--- config.mk ---
export PLATFORM = sky130hd
export DESIGN_NAME = ecr_ext_ctrl
export DESIGN_NICKNAME = d
export VERILOG_FILES = /design/src/verilog/ecr_pkg.sv /design/src/verilog/ecr_coder_if.sv /design/src/verilog/ecr_ext_ctrl.sv /design/src/verilog/ecr_tx_coder.sv
export VERILOG_INCLUDE_DIRS = /design/src /design/src/verilog
export SDC_FILE = /design/constraint.sdc
export NUM_CORES = 1
export LEC_CHECK = 0
export BUFFER_PORTS_ARGS = -buffer_cell sky130_fd_sc_hd__buf_2
export CORE_UTILIZATION = 51
export DETAILED_ROUTE_END_ITERATION = 6
export PLACE_DENSITY = 0.86
export SYNTH_ARGS = -nofsm -noshare
export SYNTH_HDL_FRONTEND = slang
export SYNTH_SLANG_ARGS = --single-unit
--- constraint.sdc ---
create_clock -name clock -period 2.38 [get_ports clock]
set_input_delay 0.238 -clock clock [delete_from_list [all_inputs] [get_ports clock]]
set_output_delay 0.238 -clock clock [all_outputs]
set_load 0.03 [all_outputs]
--- src/verilog/ecr_params.svh ---
// Register location, field positions and reset values of the extended control register
`ifndef ECR_PARAMS_SVH
`define ECR_PARAMS_SVH

`define ECR_REG_ADDR     5'h10
`define ECR_BIT_UNLOCK   15
`define ECR_RSV_HI_MSB   14
`define ECR_RSV_HI_LSB   11
`define ECR_ADDR_MSB     10
`define ECR_ADDR_LSB     6
`define ECR_BIT_CTEST    5
`define ECR_BIT_RSV4     4
`define ECR_BIT_NRZI     3
`define ECR_BIT_INVAL    2
`define ECR_BIT_RSV1     1
`define ECR_BIT_CDIS     0
`define ECR_RST_UNLOCK   1'b0
`define ECR_RST_CTEST    1'b0
`define ECR_RST_NRZI     1'b1
`define ECR_RST_INVAL    1'b0
`define ECR_RST_CDIS     1'b0
`define ECR_STRAP_W      5

`endif

--- src/verilog/ecr_pkg.sv ---
// Types shared by the extended control register and its transmit coder
package ecr_pkg;

	// Register and line state of the control block
	typedef struct packed {
		logic        unlock;
		logic [4:0]  phy_addr;
		logic        cipher_test;
		logic        nrzi_sel;
		logic        invalid_test;
		logic        cipher_dis;
		logic [4:0]  sync1;
		logic [4:0]  sync2;
		logic [15:0] rdata;
		logic        rvalid;
		logic        line_bit;
	} ecr_state_t;

	// State of the nibble-to-symbol coder
	typedef struct packed {
		logic [4:0] symbol;
		logic       valid;
	} ecr_coder_state_t;

endpackage

--- src/verilog/ecr_coder_if.sv ---
// Nibble and symbol signals between the control block and the transmit coder
`timescale 1ns/100ps
`default_nettype none

interface ecr_coder_if;
	logic [3:0] nibble;
	logic       nib_valid;
	logic       txer;
	logic       invalid_test;
	logic [4:0] symbol;
	logic       sym_valid;

	modport ctrl  (output nibble, output nib_valid, output txer, output invalid_test,
		input symbol, input sym_valid);
	modport coder (input nibble, input nib_valid, input txer, input invalid_test,
		output symbol, output sym_valid);
endinterface

`default_nettype wire

--- src/verilog/ecr_ext_ctrl.sv ---
// Extended control register with strap address latch, line encoder and coder hookup
`timescale 1ns/100ps
`default_nettype none
`include "ecr_params.svh"

// Function
// - Bit 15 unlocks protected bits for next write
// - Unlock bit self-clears after the following write
// - Reserved bits 14:11, 4, 1 read zero
// - Address bits latched from strap pins at reset
// - Software reset keeps latched address
// - Bit 5 forces receiver loss of lock
// - Bit 3 picks NRZ or NRZI, resets one
// - Bit 2 clear gives standard 4B/5B coding
// - Test with error: low nibbles pass straight
// - Test with error: high nibbles use table
// - Bit 0 bypasses scrambler and descrambler
module ecr_ext_ctrl #(
	parameter int STRAP_W = `ECR_STRAP_W
) (
	input  wire logic               clock,
	input  wire logic               rstn,
	input  wire logic               soft_reset,
	input  wire logic [STRAP_W-1:0] addr_strap_pins,
	input  wire logic               mgmt_wr,
	input  wire logic               mgmt_rd,
	input  wire logic [4:0]         mgmt_reg_addr,
	input  wire logic [15:0]        mgmt_wdata,
	output logic [15:0]             mgmt_rdata,
	output logic                    mgmt_rd_valid,
	output logic                    override_write_enable,
	output logic [STRAP_W-1:0]      phy_address,
	output logic                    scrambler_lock_test,
	output logic                    scrambler_bypass,
	input  wire logic [3:0]         tx_nibble,
	input  wire logic               tx_nibble_valid,
	input  wire logic               tx_er,
	output logic [4:0]              tx_symbol,
	output logic                    tx_symbol_valid,
	input  wire logic               tx_serial_bit,
	input  wire logic               tx_serial_valid,
	output logic                    tx_line_bit
);
	import ecr_pkg::*;

	// The address field is fixed at five bits in the register layout
	if (STRAP_W != `ECR_STRAP_W) begin : g_bad_width
		$error("STRAP_W must match the five-bit address field");
	end

	ecr_state_t q;
	ecr_state_t next_q;
	ecr_coder_if cif ();

	// Register image as software sees it; reserved bits never carry state
	function automatic logic [15:0] reg_image(input ecr_state_t s);
		logic [15:0] v;
		v = 16'h0000;
		v[`ECR_BIT_UNLOCK] = s.unlock;
		v[`ECR_ADDR_MSB:`ECR_ADDR_LSB] = s.phy_addr;
		v[`ECR_BIT_CTEST] = s.cipher_test;
		v[`ECR_BIT_NRZI] = s.nrzi_sel;
		v[`ECR_BIT_INVAL] = s.invalid_test;
		v[`ECR_BIT_CDIS] = s.cipher_dis;
		reg_image = v;
	endfunction

	// Restore the writable controls to their defaults, leaving the address alone
	function automatic ecr_state_t ctrl_defaults(input ecr_state_t s);
		ecr_state_t r;
		r = s;
		r.unlock = `ECR_RST_UNLOCK;
		r.cipher_test = `ECR_RST_CTEST;
		r.nrzi_sel = `ECR_RST_NRZI;
		r.invalid_test = `ECR_RST_INVAL;
		r.cipher_dis = `ECR_RST_CDIS;
		ctrl_defaults = r;
	endfunction

	// Next state: strap sync, register writes, self-clear, reads, line coding
	always_comb begin
		logic ecr_hit;
		ecr_hit = (mgmt_reg_addr == `ECR_REG_ADDR);
		next_q = q;
		// Strap pins are asynchronous; only the second stage feeds the latch
		next_q.sync1 = addr_strap_pins;
		next_q.sync2 = q.sync1;
		// Read data is the pre-write image when a read and write coincide
		next_q.rvalid = mgmt_rd && ecr_hit;
		if (mgmt_rd && ecr_hit)
			next_q.rdata = reg_image(q);
		if (mgmt_wr) begin
			// Any write consumes the unlock; a write here may re-arm it
			next_q.unlock = 1'b0;
			if (ecr_hit) begin
				next_q.unlock = mgmt_wdata[`ECR_BIT_UNLOCK];
				next_q.cipher_test = mgmt_wdata[`ECR_BIT_CTEST];
				next_q.nrzi_sel = mgmt_wdata[`ECR_BIT_NRZI];
				next_q.invalid_test = mgmt_wdata[`ECR_BIT_INVAL];
				next_q.cipher_dis = mgmt_wdata[`ECR_BIT_CDIS];
			end
		end
		// NRZI toggles the line on a one, NRZ copies the bit
		if (tx_serial_valid)
			next_q.line_bit = q.nrzi_sel ? (q.line_bit ^ tx_serial_bit) : tx_serial_bit;
		// Software reset beats a same-cycle write and spares the address
		if (soft_reset)
			next_q = ctrl_defaults(next_q);
		// Hardware reset keeps reloading the address from the synchronised pins
		if (!rstn) begin
			next_q = ctrl_defaults(q);
			next_q.sync1 = addr_strap_pins;
			next_q.sync2 = q.sync1;
			next_q.phy_addr = q.sync2;
			next_q.rdata = 16'h0000;
			next_q.rvalid = 1'b0;
			next_q.line_bit = 1'b0;
		end
	end

	// Single register stage for the whole block
	always_ff @(posedge clock) begin
		q <= next_q;
	end

	// Coder sees the test enable straight from the register
	assign cif.nibble       = tx_nibble;
	assign cif.nib_valid    = tx_nibble_valid;
	assign cif.txer         = tx_er;
	assign cif.invalid_test = q.invalid_test;

	ecr_tx_coder u_coder (
		.clock (clock),
		.rstn  (rstn),
		.cif   (cif)
	);

	// Outputs all come from flops
	assign mgmt_rdata            = q.rdata;
	assign mgmt_rd_valid         = q.rvalid;
	assign override_write_enable = q.unlock;
	assign phy_address           = q.phy_addr;
	assign scrambler_lock_test   = q.cipher_test;
	assign scrambler_bypass      = q.cipher_dis;
	assign tx_symbol             = cif.symbol;
	assign tx_symbol_valid       = cif.sym_valid;
	assign tx_line_bit           = q.line_bit;

	property p_unlock_set;
		@(posedge clock) disable iff (!rstn)
		mgmt_wr && mgmt_reg_addr == `ECR_REG_ADDR && mgmt_wdata[`ECR_BIT_UNLOCK] && !soft_reset
			|=> override_write_enable;
	endproperty
	a_unlock_set: assert property (p_unlock_set) else $error("unlock not set");

	property p_unlock_clear;
		@(posedge clock) disable iff (!rstn)
		override_write_enable && mgmt_wr && mgmt_reg_addr != `ECR_REG_ADDR
			|=> !override_write_enable;
	endproperty
	a_unlock_clear: assert property (p_unlock_clear) else $error("unlock not cleared");

	property p_unlock_holds;
		@(posedge clock) disable iff (!rstn)
		override_write_enable && !mgmt_wr && !soft_reset |=> override_write_enable;
	endproperty
	a_unlock_holds: assert property (p_unlock_holds) else $error("unlock lost early");

	property p_rsv_zero;
		@(posedge clock) disable iff (!rstn)
		mgmt_rd_valid |-> mgmt_rdata[`ECR_RSV_HI_MSB:`ECR_RSV_HI_LSB] == 4'h0
			&& !mgmt_rdata[`ECR_BIT_RSV4] && !mgmt_rdata[`ECR_BIT_RSV1];
	endproperty
	a_rsv_zero: assert property (p_rsv_zero) else $error("reserved bit read nonzero");

	property p_addr_readback;
		@(posedge clock) disable iff (!rstn)
		mgmt_rd && mgmt_reg_addr == `ECR_REG_ADDR
			|=> mgmt_rd_valid && mgmt_rdata[`ECR_ADDR_MSB:`ECR_ADDR_LSB] == phy_address;
	endproperty
	a_addr_readback: assert property (p_addr_readback) else $error("address readback wrong");

	property p_addr_swreset;
		@(posedge clock) disable iff (!rstn)
		soft_reset |=> $stable(phy_address) && phy_address == $past(phy_address);
	endproperty
	a_addr_swreset: assert property (p_addr_swreset) else $error("soft reset moved address");

	property p_reset_value;
		@(posedge clock)
		$rose(rstn) |-> scrambler_bypass == 1'b0 && scrambler_lock_test == 1'b0
			&& !override_write_enable && q.nrzi_sel && !q.invalid_test;
	endproperty
	a_reset_value: assert property (p_reset_value) else $error("reset value wrong");

	property p_lock_test_write;
		@(posedge clock) disable iff (!rstn)
		mgmt_wr && mgmt_reg_addr == `ECR_REG_ADDR && !soft_reset
			|=> scrambler_lock_test == $past(mgmt_wdata[`ECR_BIT_CTEST]);
	endproperty
	a_lock_test_write: assert property (p_lock_test_write) else $error("lock test bad");

	property p_bypass_write;
		@(posedge clock) disable iff (!rstn)
		mgmt_wr && mgmt_reg_addr == `ECR_REG_ADDR && !soft_reset
			|=> scrambler_bypass == $past(mgmt_wdata[`ECR_BIT_CDIS]);
	endproperty
	a_bypass_write: assert property (p_bypass_write) else $error("bypass bit bad");

	property p_line_code;
		@(posedge clock) disable iff (!rstn)
		tx_serial_valid && !soft_reset
			|=> tx_line_bit == ($past(q.nrzi_sel) ? ($past(tx_serial_bit) ^ $past(tx_line_bit))
				: $past(tx_serial_bit));
	endproperty
	a_line_code: assert property (p_line_code) else $error("line coding wrong");

	// Unlock rises only through a write of this register
	property p_unlock_idle;
		@(posedge clock) disable iff (!rstn)
		!override_write_enable && !(mgmt_wr && mgmt_reg_addr == `ECR_REG_ADDR)
			|=> !override_write_enable;
	endproperty
	a_unlock_idle: assert property (p_unlock_idle) else $error("unlock set alone");

	// Read image carries the control bits as they stood at the strobe edge
	property p_image_read;
		@(posedge clock) disable iff (!rstn)
		mgmt_rd && mgmt_reg_addr == `ECR_REG_ADDR
			|=> mgmt_rdata[`ECR_BIT_UNLOCK] == $past(override_write_enable)
			&& mgmt_rdata[`ECR_BIT_CTEST] == $past(scrambler_lock_test)
			&& mgmt_rdata[`ECR_BIT_NRZI] == $past(q.nrzi_sel)
			&& mgmt_rdata[`ECR_BIT_INVAL] == $past(q.invalid_test)
			&& mgmt_rdata[`ECR_BIT_CDIS] == $past(scrambler_bypass);
	endproperty
	a_image_read: assert property (p_image_read) else $error("image wrong");

	// Encoding select and test enable follow the written bits
	property p_nrzi_write;
		@(posedge clock) disable iff (!rstn)
		mgmt_wr && mgmt_reg_addr == `ECR_REG_ADDR && !soft_reset
			|=> q.nrzi_sel == $past(mgmt_wdata[`ECR_BIT_NRZI]);
	endproperty
	a_nrzi_write: assert property (p_nrzi_write) else $error("encoding bit bad");

	property p_inval_write;
		@(posedge clock) disable iff (!rstn)
		mgmt_wr && mgmt_reg_addr == `ECR_REG_ADDR && !soft_reset
			|=> q.invalid_test == $past(mgmt_wdata[`ECR_BIT_INVAL]);
	endproperty
	a_inval_write: assert property (p_inval_write) else $error("test enable bad");

	// Controls move only on a write here or a software reset
	property p_ctrl_hold;
		@(posedge clock) disable iff (!rstn)
		!(mgmt_wr && mgmt_reg_addr == `ECR_REG_ADDR) && !soft_reset
			|=> $stable(scrambler_lock_test) && $stable(scrambler_bypass)
			&& $stable(q.nrzi_sel) && $stable(q.invalid_test);
	endproperty
	a_ctrl_hold: assert property (p_ctrl_hold) else $error("control moved alone");

	// Software reset restores every writable control, unlock included
	property p_soft_defaults;
		@(posedge clock) disable iff (!rstn)
		soft_reset |=> override_write_enable == `ECR_RST_UNLOCK
			&& scrambler_lock_test == `ECR_RST_CTEST && scrambler_bypass == `ECR_RST_CDIS
			&& q.nrzi_sel == `ECR_RST_NRZI && q.invalid_test == `ECR_RST_INVAL;
	endproperty
	a_soft_defaults: assert property (p_soft_defaults) else $error("soft reset value");

	// Address changes only under hardware reset, never while running
	property p_addr_fixed;
		@(posedge clock) disable iff (!rstn)
		1'b1 |=> $stable(phy_address);
	endproperty
	a_addr_fixed: assert property (p_addr_fixed) else $error("address moved");

	// Reads elsewhere leave valid low and the last data held
	property p_rd_quiet;
		@(posedge clock) disable iff (!rstn)
		!(mgmt_rd && mgmt_reg_addr == `ECR_REG_ADDR)
			|=> !mgmt_rd_valid && $stable(mgmt_rdata);
	endproperty
	a_rd_quiet: assert property (p_rd_quiet) else $error("spurious read data");

	// Line holds between bits; plain NRZ copies the bit
	property p_line_hold;
		@(posedge clock) disable iff (!rstn)
		!tx_serial_valid |=> $stable(tx_line_bit);
	endproperty
	a_line_hold: assert property (p_line_hold) else $error("line moved idle");

	property p_nrz_copy;
		@(posedge clock) disable iff (!rstn)
		tx_serial_valid && !q.nrzi_sel |=> tx_line_bit == $past(tx_serial_bit);
	endproperty
	a_nrz_copy: assert property (p_nrz_copy) else $error("NRZ bit wrong");

	c_unlock_then_write: cover property (@(posedge clock) disable iff (!rstn)
		override_write_enable ##0 mgmt_wr && mgmt_reg_addr != `ECR_REG_ADDR
		##1 !override_write_enable);
	c_soft_reset: cover property (@(posedge clock) disable iff (!rstn)
		soft_reset && q.invalid_test ##1 !q.invalid_test);
	c_nrz_mode: cover property (@(posedge clock) disable iff (!rstn)
		!q.nrzi_sel && tx_serial_valid);
	c_unlock_rearm: cover property (@(posedge clock) disable iff (!rstn)
		override_write_enable ##0 mgmt_wr && mgmt_reg_addr == `ECR_REG_ADDR
		##1 override_write_enable);
endmodule // ecr_ext_ctrl

`default_nettype wire

--- src/verilog/ecr_tx_coder.sv ---
// Nibble to 5-bit symbol coder with the invalid-code test translation
`timescale 1ns/100ps
`default_nettype none
`include "ecr_params.svh"

module ecr_tx_coder (
	input  wire logic    clock,
	input  wire logic    rstn,
	ecr_coder_if.coder   cif
);
	import ecr_pkg::*;

	ecr_coder_state_t q;
	ecr_coder_state_t next_q;

	// Standard 4B/5B data code
	function automatic logic [4:0] std_code(input logic [3:0] n);
		case (n)
			4'h0: std_code = 5'h1e;
			4'h1: std_code = 5'h09;
			4'h2: std_code = 5'h14;
			4'h3: std_code = 5'h15;
			4'h4: std_code = 5'h0a;
			4'h5: std_code = 5'h0b;
			4'h6: std_code = 5'h0e;
			4'h7: std_code = 5'h0f;
			4'h8: std_code = 5'h12;
			4'h9: std_code = 5'h13;
			4'ha: std_code = 5'h16;
			4'hb: std_code = 5'h17;
			4'hc: std_code = 5'h1a;
			4'hd: std_code = 5'h1b;
			4'he: std_code = 5'h1c;
			default: std_code = 5'h1d;
		endcase
	endfunction

	// Test translation: low half passes straight, high half yields control and bad codes
	function automatic logic [4:0] test_code(input logic [3:0] n);
		case (n)
			4'h8: test_code = 5'h00;
			4'h9: test_code = 5'h0d;
			4'ha: test_code = 5'h0c;
			4'hb: test_code = 5'h11;
			4'hc: test_code = 5'h10;
			4'hd: test_code = 5'h19;
			4'he: test_code = 5'h18;
			4'hf: test_code = 5'h1f;
			default: test_code = {1'b0, n};
		endcase
	endfunction

	// Choose the table per nibble; test table only with the error strobe high
	always_comb begin
		next_q = q;
		next_q.valid = cif.nib_valid;
		if (cif.nib_valid) begin
			if (cif.invalid_test && cif.txer)
				next_q.symbol = test_code(cif.nibble);
			else
				next_q.symbol = std_code(cif.nibble);
		end
		if (!rstn)
			next_q = '0;
	end

	always_ff @(posedge clock) begin
		q <= next_q;
	end

	assign cif.symbol    = q.symbol;
	assign cif.sym_valid = q.valid;

	property p_std_zero;
		@(posedge clock) disable iff (!rstn)
		cif.nib_valid && !(cif.invalid_test && cif.txer) && cif.nibble == 4'h0
			|=> cif.sym_valid && cif.symbol == 5'h1e;
	endproperty
	a_std_zero: assert property (p_std_zero) else $error("standard code for 0 wrong");

	property p_low_pass;
		@(posedge clock) disable iff (!rstn)
		cif.nib_valid && cif.invalid_test && cif.txer && !cif.nibble[3]
			|=> cif.symbol == {1'b0, $past(cif.nibble)};
	endproperty
	a_low_pass: assert property (p_low_pass) else $error("low test nibble not passed");

	property p_high_nine;
		@(posedge clock) disable iff (!rstn)
		cif.nib_valid && cif.invalid_test && cif.txer && cif.nibble == 4'h9
			|=> cif.symbol == 5'h0d;
	endproperty
	a_high_nine: assert property (p_high_nine) else $error("test nibble 9 wrong");

	c_test_symbol: cover property (@(posedge clock) disable iff (!rstn)
		cif.nib_valid && cif.invalid_test && cif.txer ##1 cif.sym_valid);
endmodule // ecr_tx_coder

`default_nettype wire

Word-level counts from Yosys, hierarchy flattened
Memory sizes are Yosys's and may differ from the RTL's.
Index checks and enable logic that the tools add are counted.

cells by class
  eq/ne operators = 9
  bitwise gates (word level) = 2
  reduce and logical (&&, ||, !) cells = 4
  mux-type cells = 10

operators by type and width
  cell                                         number
  5-bit case mux with 8 select lines           1
  37-bit 2-to-1 mux                            1
  4-bit equality test (second input constant)  8
  32-bit 2-to-1 mux                            1
  16-bit 2-to-1 mux                            1
  4-bit 2-to-1 mux                             2
  5-bit equality test (second input constant)  1
  5-bit 2-to-1 mux                             1
  1-bit 2-to-1 mux                             3
  1-bit logical AND                            2
  2-bit AND reduction                          1
  2-bit OR reduction                           1
  1-bit NOT                                    1
  1-bit bitwise XOR                            1

storage, ports and cells
  memory bits (read-only) = 80
  bits in registers = 44
  bits of input ports = 39
  output and inout bits = 32
  memories kept = 1
  word-level logic and storage cells = 39

memories
  name              words  bits a word  read ports  clocked after Yosys merged registers in  wr ports  line                text
  (name not given)  16     5            1           0                                        0         ecr_tx_coder.sv:18  case (n)

Logic depth before layout (Yosys ltp)
Gate-level depths: netlist (run 1).

  word-level depth = 5
  mapped depth = 5
  mapped depth without buffers = 4

By module
A second synthesis (run 1) with hierarchy kept.

unflattened totals
  cells, all modules = 176
  area, all modules = 1759.2 sq um

modules (own cells, without submodules)
  module        seq. area each (sq um)  times used  area each (sq um)  cells each
  ecr_ext_ctrl  810.8                   1           1420.1             133
  ecr_tx_coder  120.1                   1           339.1              43

Worst setup path after synthesis (run 1)
Ideal clock, no wire load.

  kind = flip-flop to flip-flop
  start point = register (tool-made name)
  end point = register (tool-made name)
  cell stages (with the launch flop) = 4
  data arrival time = 1086 ps
  period minus slack after synthesis = 1214 ps
  buffers on the path = 0
  setup slack = 1166 ps
  required time = 2252 ps
  setup time = 128 ps
  cells stage by stage = dfxtp_1 mux2_2 a22oi_1 nor2_1

Final worst setup path (run 1)
  start point = input port mgmt_reg_addr[1]
  end point = register q (netlist bit mgmt_rdata[13])

on the way
  cells in the longest elaborated chain, start to end = 4

RTL lines
  element                        line                 text
  start, declared                ecr_ext_ctrl.sv:27   input wire logic [4:0] mgmt_reg_addr,
  5-bit equality test (no line)  --
  1-bit logical AND              ecr_ext_ctrl.sv:90   if (mgmt_rd && ecr_hit)
  16-bit 2-to-1 mux              ecr_ext_ctrl.sv:90
  32-bit 2-to-1 mux              ecr_ext_ctrl.sv:107  if (soft_reset)
  end signal, assigned           ecr_ext_ctrl.sv:123  q <= next_q;
  end, declared                  ecr_ext_ctrl.sv:51   ecr_state_t q;

No other way between the ends.
A chain may end at the register's enable or synchronous reset.

==> results of run 1 <==
==> logic make-up (layout without fill, tap and decap cells) <==
logic type      count (synthesis)  count (layout)  synth area share, %
simple gates                   60              60                19.86
flops                          44              44                51.85
buf+inv                        35              76                12.82
compound gates                 30              30                12.06
mux                             6               6                3.415
==> stage by stage <==
| stage | util (%) | hold slack, ps | cells | area (um2) | total power, mW |
|---|---|---|---|---|---|
| after CTS | 60.83 | 115.9 | 262 | 2046 | 1.285 |
| final | 60.83 | 121.2 | 262 | 2046 | 1.272 |
| after detailed placement | 57.48 | 312.8 | 249 | 1933 | 0.9201 |
| after global placement | 57.48 | 310.8 | 249 | 1933 | 0.9168 |
| after global routing | 60.83 | 123.1 | 262 | 2046 | 1.333 |
| after floorplan | - | 265.7 | 175 | 1795 | 0.8820 |
==> layer usage <==
layer / wire length, um / share of wire (%)
met1: 1245 / 44
met2: 1404 / 50
met3: 127 / 4.5
met4: 49 / 1.7
met5: 0 / 0
==> worst paths after layout <==
path | startpoint | cells after the start | slack [ps] | end
max | mgmt_reg_addr[1] | 4 | 1160 | mgmt_rdata[13]
min | mgmt_wdata[2] | 3 | 120 | cif.invalid_test
max reg2reg | cif.invalid_test | 4 | 1260 | u_coder.cif.symbol[1]
min reg2reg | q[23] | 0 | 340 | q[18]
==> critical path: stages <==
cell and delay (ps):
buf_2 110, nor4_4 390, nand3_4 350, and3_2 360
==> area by class of cell <==
class / instances / area share [%]
flip-flops and latches: 44 / 45.50
clock buffers: 7 / 2.691
multi-input cells: 96 / 31.01
well taps: 46 / 2.813
repair buffers: 64 / 16.88
inverters: 4 / 0.7339
clock inverters: 1 / 0.3670
==> cell usage after synthesis, types with 2 or more instances <==
master,instances
a21oi_1,6
a31oi_1,2
and3_2,6
buf_2,4
buf_4,21
buf_6,2
clkbuf_1,4
dfxtp_1,39
edfxtp_1,5
inv_1,4
mux2i_1,5
nand2_1,15
nand2b_1,3
nand3_1,9
nand3_2,4
nand3b_1,2
nor2_1,9
nor2b_1,5
nor3_1,2
o21ai_0,8
o21ai_2,9
==> power by group through the flow <==
stage          clock network [mW]  logic, mW  registers [mW]
6_report                    0.363      0.128           0.781
5_1_grt                     0.409      0.140           0.784
4_1_cts                     0.375      0.128           0.781
3_5_place_dp                    0      0.122           0.798
3_3_place_gp                    0      0.119           0.797
2_1_floorplan                   0     0.0693           0.813
==> impl_metrics.csv, run 1 <==
group,metric,value,unit
yosys,yosysTopAreaCell,"dfxtp_1",
yosys,synth_cell_type_count,32,
global_routing,grt_pass1_vias,1053,
timing,max-slew-margin-rel,60.75,%
timing,finalSetupViolCount,0,
floorplanning,core_area,3363,um2
cts,holdBufCountCts,5,
cts,cts-root-buf,"clkbuf_4",
yosys,ys_ff_latch,44,
cts,cts_tree,"built",
layout,final_common_cell,"buf_2",
placed_design,finalWeightedCongestion,0.7610,
routing,first_pass_iters,6,
yosys,synth.yosys.seq_area_share,51.85,%
timing,max_freq,0.8226,GHz
pwr,pwr_density_cell,621.8,nW/um2
yosys,synth_edf_count,5,
global_routing,use_met1,17.09,%
critical_path,required,2620,ps
cts,clk_transition_reported_paths,120,ps
placed_design,place.port_buffers,59,
cts,clkLatencyLatePin,340,ps
layout,final-seq-area,930.9,um2
cts,htreeDepth,2,
timing,finalMaxSlewViolations,0,
pwr,combPwrFrac,10.1,%
timing,period_share,51.08,%
pwr,p_sw,0.3056,mW
global_routing,antenna_found_initial,0,
global_routing,grt-ovfl-total,0,
critical_path,crit_arrival,1460,ps
yosys,synthArstFlopShare,0,%
yosys,synthTopCellsByArea,"dfxtp_1, buf_4, edfxtp_1",
timing,worst_slew_pin_slew,588.8,ps
cts,postCtsSetupRepairBufs,0,
pwr,p_leak,0.9408,nW
cts,cts_buffers,5,
layout,n_antenna_cell,0,
pwr,clock_power_share,28.6,%
floorplanning,io_pins,71,
cts,clock-sinks,44,
pwr,pwr-share-seq,61.4,%
layout,multi_input_area,634.4,um2
layout,fill_cells,322,
pwr,peakVddDrop,0.0003362,V
critical_path,setup.worst_path.start_class,"input pin",
timing,min_period,1216,ps
yosys,syn_nets,214,
floorplanning,die_area,3762,um2
placed_design,place_hpwl,2038,um
timing,finalHoldViolCount,0,
yosys,synth_top_area_share,43.48,%
layout,fin_nets,254,
floorplanning,placementRows,21,
routing,drc_errors,0,
critical_path,critPathMaxFanout,27,
timing,fin_tns_setup,0,ps
layout,layout-drive-gt1-share,41.20,%
floorplanning,start_util,53.39,%
run,drv_cap,0,
routing,dr.first_iter.drc_count,45,
run_status,outcome,"completed",
routing,drt_wl_total,2826,um
routing,wl_per_cell,10.79,um
global_routing,grt_use_total,15.97,%
critical_path,path_class,"input pin to flip-flop",
cts,cts-resized-gates,0,
yosys,netlist_instances,175,
layout,layout_common_cells,"buf_2, dfxtp_1, nand2_1",
pwr,internal-power,0.9664,mW
global_routing,use_met3,3.992,%
floorplanning,die_y,61.34,um
global_routing,busiest_layer,"met2",
global_routing,grt_max_degree,37,
global_routing,grt_pass1_wl,4284,um
yosys,ys.flop_type,"dfxtp_1",
routing,ant_nets,0,
layout,area_delta_synth_final,13.94,%
timing,rsz0062_at_grt,"no",
placed_design,place_ws,778.2,ps
global_routing,grt_use_met2,28.88,%
yosys,yosys_warnings,0,
yosys,syn_area,1795,um2
routing,vias,1266,
cts,cts_buffer_depth,2,
critical_path,cp-end-kind,"flip-flop",
yosys,avgSynthCellArea,10.26,um2
worst_hold_path,hold_path_class,"input pin to flip-flop",
pwr,switching_share,24.03,%
timing,skew,2.479,ps
timing,layout_setup_ws,1164,ps
routing,routed_via_density,4.832,
floorplanning,die_w,61.34,um
(Power assumes the default switching activity.)
==> inputs of run 2 (changes only) <==
--- a/config.mk
+++ b/config.mk
@@ -6,10 +6,11 @@
 export SDC_FILE = /design/constraint.sdc
 export NUM_CORES = 1
 export LEC_CHECK = 0
+export ABC_AREA = 1
 export BUFFER_PORTS_ARGS = -buffer_cell sky130_fd_sc_hd__buf_2
-export CORE_UTILIZATION = 51
+export CORE_UTILIZATION = 42
 export DETAILED_ROUTE_END_ITERATION = 6
-export PLACE_DENSITY = 0.86
+export PLACE_DENSITY = 0.77
 export SYNTH_ARGS = -nofsm -noshare
 export SYNTH_HDL_FRONTEND = slang
 export SYNTH_SLANG_ARGS = --single-unit
==> constraint.sdc (replaced) <==
create_clock -name clock -period 1.1 [get_ports clock]
set_input_delay 0.11 -clock clock [delete_from_list [all_inputs] [get_ports clock]]
set_output_delay 0.11 -clock clock [all_outputs]
set_load 0.03 [all_outputs]
==> impl_metrics.csv, run 2 <==
group,metric,value,unit
yosys,avgSynthCellArea,8.163,um2
routing,drc_errors,0,
timing,finalHoldViolCount,0,
routing,vias,1314,
global_routing,grt_use_total,16.17,%
pwr,pwr_density_cell,1432,nW/um2
routing,ant_nets,0,
layout,fill_cells,399,
routing,wl_per_cell,9.717,um
placed_design,place.port_buffers,59,
global_routing,grt_pass1_vias,1192,
yosys,ys.flop_type,"dfxtp_1",
layout,final-seq-area,930.9,um2
yosys,synth_edf_count,5,
placed_design,finalWeightedCongestion,0.8732,
timing,layout_setup_ws,79.04,ps
global_routing,grt_pass1_wl,5085,um
layout,area_delta_synth_final,21.73,%
layout,n_antenna_cell,0,
layout,layout_common_cells,"buf_2, nand2_1, dfxtp_1",
cts,cts_tree,"built",
pwr,p_leak,1.071,nW
cts,htreeDepth,2,
cts,clock-sinks,44,
timing,rsz0062_at_grt,"no",
timing,max-slew-margin-rel,84.05,%
critical_path,cp_slowest_cell,"edfxtp_1",
critical_path,cp-end-kind,"output pin",
routing,dr.first_iter.drc_count,71,
worst_hold_path,hold_path_class,"input pin to flip-flop",
floorplanning,die_w,65.28,um
layout,multi_input_area,485.5,um2
timing,skew,6.278,ps
layout,utilization,54.68,%
yosys,synthTopCellsByArea,"dfxtp_1, nand2_1, buf_4",
yosys,yosys-top-cells-count,"nand2_1, dfxtp_1, nor2_1, buf_4, inv_1",
yosys,syn_nets,245,
timing,fin_tns_setup,0,ps
layout,final_common_cell,"buf_2",
yosys,synth.yosys.seq_area_share,55.36,%
pwr,peakVddDrop,0.0008158,V
floorplanning,die_y,65.28,um
cts,clk_transition_reported_paths,80,ps
run_status,outcome,"completed",
yosys,netlist_instances,206,
yosys,syn_area,1682,um2
critical_path,crit_arrival,910,ps
critical_path,crit_family,"flip-flops",
routing,first_pass_iters,5,
timing,min_period,1021,ps
floorplanning,io_pins,71,
timing,period_share,92.81,%
placed_design,place_hpwl,2204,um
timing,finalMaxSlewViolations,0,
global_routing,antenna_found_initial,0,
routing,drt_wl_total,2983,um
timing,finalSetupViolCount,0,
layout,fin_nets,297,
global_routing,grt-ovfl-total,0,
timing,hold_ws,24.17,ps
floorplanning,placementRows,22,
critical_path,path_cells,"buf_2",
cts,clkLatencyLatePin,290,ps
run,drv_cap,0,
placed_design,place_ws,72.59,ps
yosys,synth.most_common_cell,"nand2_1",
critical_path,path_class,"flip-flop to output pin",
cts,cts-root-buf,"clkbuf_8",
cts,cts_buffers,5,
critical_path,slowest_delay,420,ps
critical_path,critPathMaxFanout,2,
timing,max_freq,0.9795,GHz
floorplanning,die_area,4261,um2
global_routing,grt_max_degree,15,
critical_path,crit_buf_inv,1,
yosys,synthArstFlopShare,0,%
floorplanning,start_util,44.92,%
cts,postCtsSetupRepairBufs,0,
floorplanning,core_area,3744,um2
yosys,synth_cell_type_count,19,
critical_path,setup.worst_path.start_class,"flip-flop",
yosys,yosysTopAreaCell,"dfxtp_1",
layout,layout-drive-gt1-share,29.73,%
routing,routed_via_density,4.280,
yosys,yosys_warnings,0,
timing,worst_slew_pin_slew,238.4,ps
yosys,synth_top_area_share,46.43,%
yosys,ys_ff_latch,44,
cts,cts_buffer_depth,2,
critical_path,required,990,ps
==> run 2: logic make-up after synthesis <==
group,count (synthesis),synth area share [%]
AOI/OAI and AO/OA,21,6.771
and+or+nand+nor,93,22.10
buffers and inverters,48,15.77
DFF,44,55.36
==> run 2: power breakdown <==
part	leakage, nW	switching (mW)	internal [mW]	total [mW]
Sequential	0.371	0.0188	1.67	1.69
Clock	0.0412	0.517	0.443	0.961
Combinational	0.658	0.173	0.107	0.280
Total	1.07	0.709	2.22	2.93
==> run 2: cell type report <==
cell class	instances	share of cell area (%)
flip-flops and latches	44	45.48
inverters	24	4.401
multi-input cells	114	23.72
repair buffers	69	19.32
well taps	48	2.934
clock buffers	6	3.545
clock inverters	2	0.6112
==> run 2: final timing paths <==
check                   startpoint               endpoint  slack [ps]  depth (start not counted)
setup / recovery    phy_address[0]         phy_address[0]          80                          1
hold / removal       mgmt_wdata[3]                  q[30]          20                          3
setup reg to reg  cif.invalid_test  u_coder.cif.symbol[1]         140                          6
hold reg to reg              q[26]                  q[21]         330                          0
==> run 2: layer usage <==
| metal | global-route usage (%) | share of wire, % |
|---|---|---|
| met1 | 18.10 | 45 |
| met2 | 26.16 | 47 |
| met3 | 5.382 | 5.7 |
| met4 | 10.33 | 2.7 |
| met5 | 0 | 0 |
==> run 2: through the flow <==
| stage | cells | power (mW) | instance area (um2) |
|---|---|---|---|
| 2_1_floorplan | 206 | 1.894 | 1682 |
| 3_3_place_gp | 294 | 1.990 | 1912 |
| 3_5_place_dp | 294 | 1.996 | 1912 |
| 4_1_cts | 307 | 2.976 | 2047 |
| 5_1_grt | 307 | 3.077 | 2047 |
| 6_report | 307 | 2.932 | 2047 |
==> run 2: repair_timing <==
| action | 4_1_cts | 5_1_grt |
|---|---|---|
| resized for setup | 0 | 0 |
| hold endpoints to repair | 5 | 0 |
| hold buffers | 5 | 0 |
==> inputs of run 3 (changes only) <==
--- a/config.mk
+++ b/config.mk
@@ -11,6 +11,7 @@
 export CORE_UTILIZATION = 42
 export DETAILED_ROUTE_END_ITERATION = 6
 export PLACE_DENSITY = 0.77
+export RECOVER_POWER = 50
 export SYNTH_ARGS = -nofsm -noshare
 export SYNTH_HDL_FRONTEND = slang
 export SYNTH_SLANG_ARGS = --single-unit
==> impl_metrics.csv, run 3 (same netlist as run 2, synthesis figures left out) <==
group,metric,value,unit
critical_path,crit_family,"flip-flops",
cts,clk_transition_reported_paths,80,ps
routing,routed_via_density,4.248,
routing,vias,1304,
layout,fin_nets,297,
worst_hold_path,hold_path_class,"input pin to flip-flop",
cts,htreeDepth,2,
pwr,p_leak,1.059,nW
timing,finalSetupViolCount,0,
global_routing,grt_max_degree,15,
critical_path,critPathMaxFanout,2,
routing,drc_errors,0,
floorplanning,die_y,65.28,um
global_routing,grt_pass1_vias,1192,
layout,utilization,54.01,%
cts,cts_buffers,5,
run,drv_cap,0,
timing,max_freq,0.9803,GHz
timing,skew,6.343,ps
layout,layout-drive-gt1-share,26.64,%
pwr,pwr_density_cell,1445,nW/um2
layout,layout_common_cells,"buf_2, nand2_1, dfxtp_1",
timing,worst_slew_pin_slew,451.2,ps
critical_path,cp_slowest_cell,"edfxtp_1",
critical_path,path_cells,"buf_2",
critical_path,setup.worst_path.start_class,"flip-flop",
routing,wl_per_cell,9.661,um
placed_design,place.port_buffers,59,
global_routing,antenna_found_initial,0,
pwr,p_total,2.921,mW
global_routing,grt_pass1_wl,5085,um
routing,first_pass_iters,5,
timing,hold_ws,26.67,ps
cts,cts-root-buf,"clkbuf_8",
placed_design,finalWeightedCongestion,0.8732,
layout,n_antenna_cell,0,
global_routing,grt_use_total,16.17,%
global_routing,grt-ovfl-total,0,
floorplanning,core_area,3744,um2
critical_path,crit_arrival,910,ps
timing,max-slew-margin-rel,69.92,%
timing,min_period,1020,ps
routing,dr.first_iter.drc_count,56,
timing,fin_tns_setup,0,ps
critical_path,crit_buf_inv,1,
pwr,peakVddDrop,0.0008158,V
timing,finalHoldViolCount,0,
floorplanning,start_util,44.92,%
critical_path,slowest_delay,420,ps
routing,ant_nets,0,
floorplanning,die_area,4261,um2
layout,final_common_cell,"buf_2",
floorplanning,die_w,65.28,um
cts,clkLatencyLatePin,290,ps
timing,period_share,92.73,%
timing,rsz0062_at_grt,"no",
cts,cts_tree,"built",
critical_path,required,990,ps
cts,cts-resized-gates,0,
routing,drt_wl_total,2966,um
cts,clock-sinks,44,
floorplanning,placementRows,22,
floorplanning,io_pins,71,
layout,area_delta_synth_final,20.24,%
cts,cts_buffer_depth,2,
timing,finalMaxSlewViolations,0,
placed_design,place_hpwl,2204,um
critical_path,cp-end-kind,"output pin",
critical_path,path_class,"flip-flop to output pin",
run_status,outcome,"completed",
## run 3: per-stage QoR
stage | cell area [um2] | setup WS [ps] | std cells
after global routing | 2022 | 35.85 | 307
after global placement | 1912 | 98.45 | 294
final | 2022 | 79.92 | 307
after CTS | 2047 | 67.51 | 307
after detailed placement | 1912 | 72.59 | 294
after floorplan | 1682 | 200.9 | 206
## run 3: worst register-to-register path, cell delays in order, from the launching register on
cell     delay (ps)
dfxtp_1         330
nand2_1         110
inv_1           120
nand2_1          50
nor2_1           80
nand2_1          50
nand2_1          60
a21oi_1          50
## run 3: final timing paths
| check | slack, ps | end | depth (start not counted) | from |
|---|---|---|---|---|
| max | 80 | phy_address[0] | 1 | phy_address[0] |
| min | 30 | q[30] | 3 | mgmt_wdata[3] |
| max reg2reg | 130 | u_coder.cif.symbol[2] | 7 | cif.invalid_test |
| min reg2reg | 330 | q[21] | 0 | q[26] |
## run 3: power by group
group          switching (mW)  total [mW]  leakage [nW]  internal [mW]
combinational           0.169       0.270         0.646          0.101
sequential             0.0187        1.69         0.371           1.67
clock                   0.516       0.960        0.0412          0.443
## run 3: per-layer routing
layer / track usage [%] / routed length, um
met3: 5.382 / 163
met4: 10.33 / 74
met5: 0 / 0
met2: 26.16 / 1390
met1: 18.10 / 1337
## run 3: cell type report
type / count / area, um2
sequential: 44 / 930.9
clock inverter: 2 / 12.51
multi-input combinational: 114 / 473.0
timing repair buffer: 69 / 382.9
inverter: 24 / 90.09
tap: 48 / 60.06
clock buffer: 6 / 72.57
fill: 407 / 1722
## run 3: what timing repair did
item,4_1_cts,5_1_grt
hold buffers,5,0
setup endpoints to repair,0,0
hold endpoints to repair,5,0
setup buffers,0,0
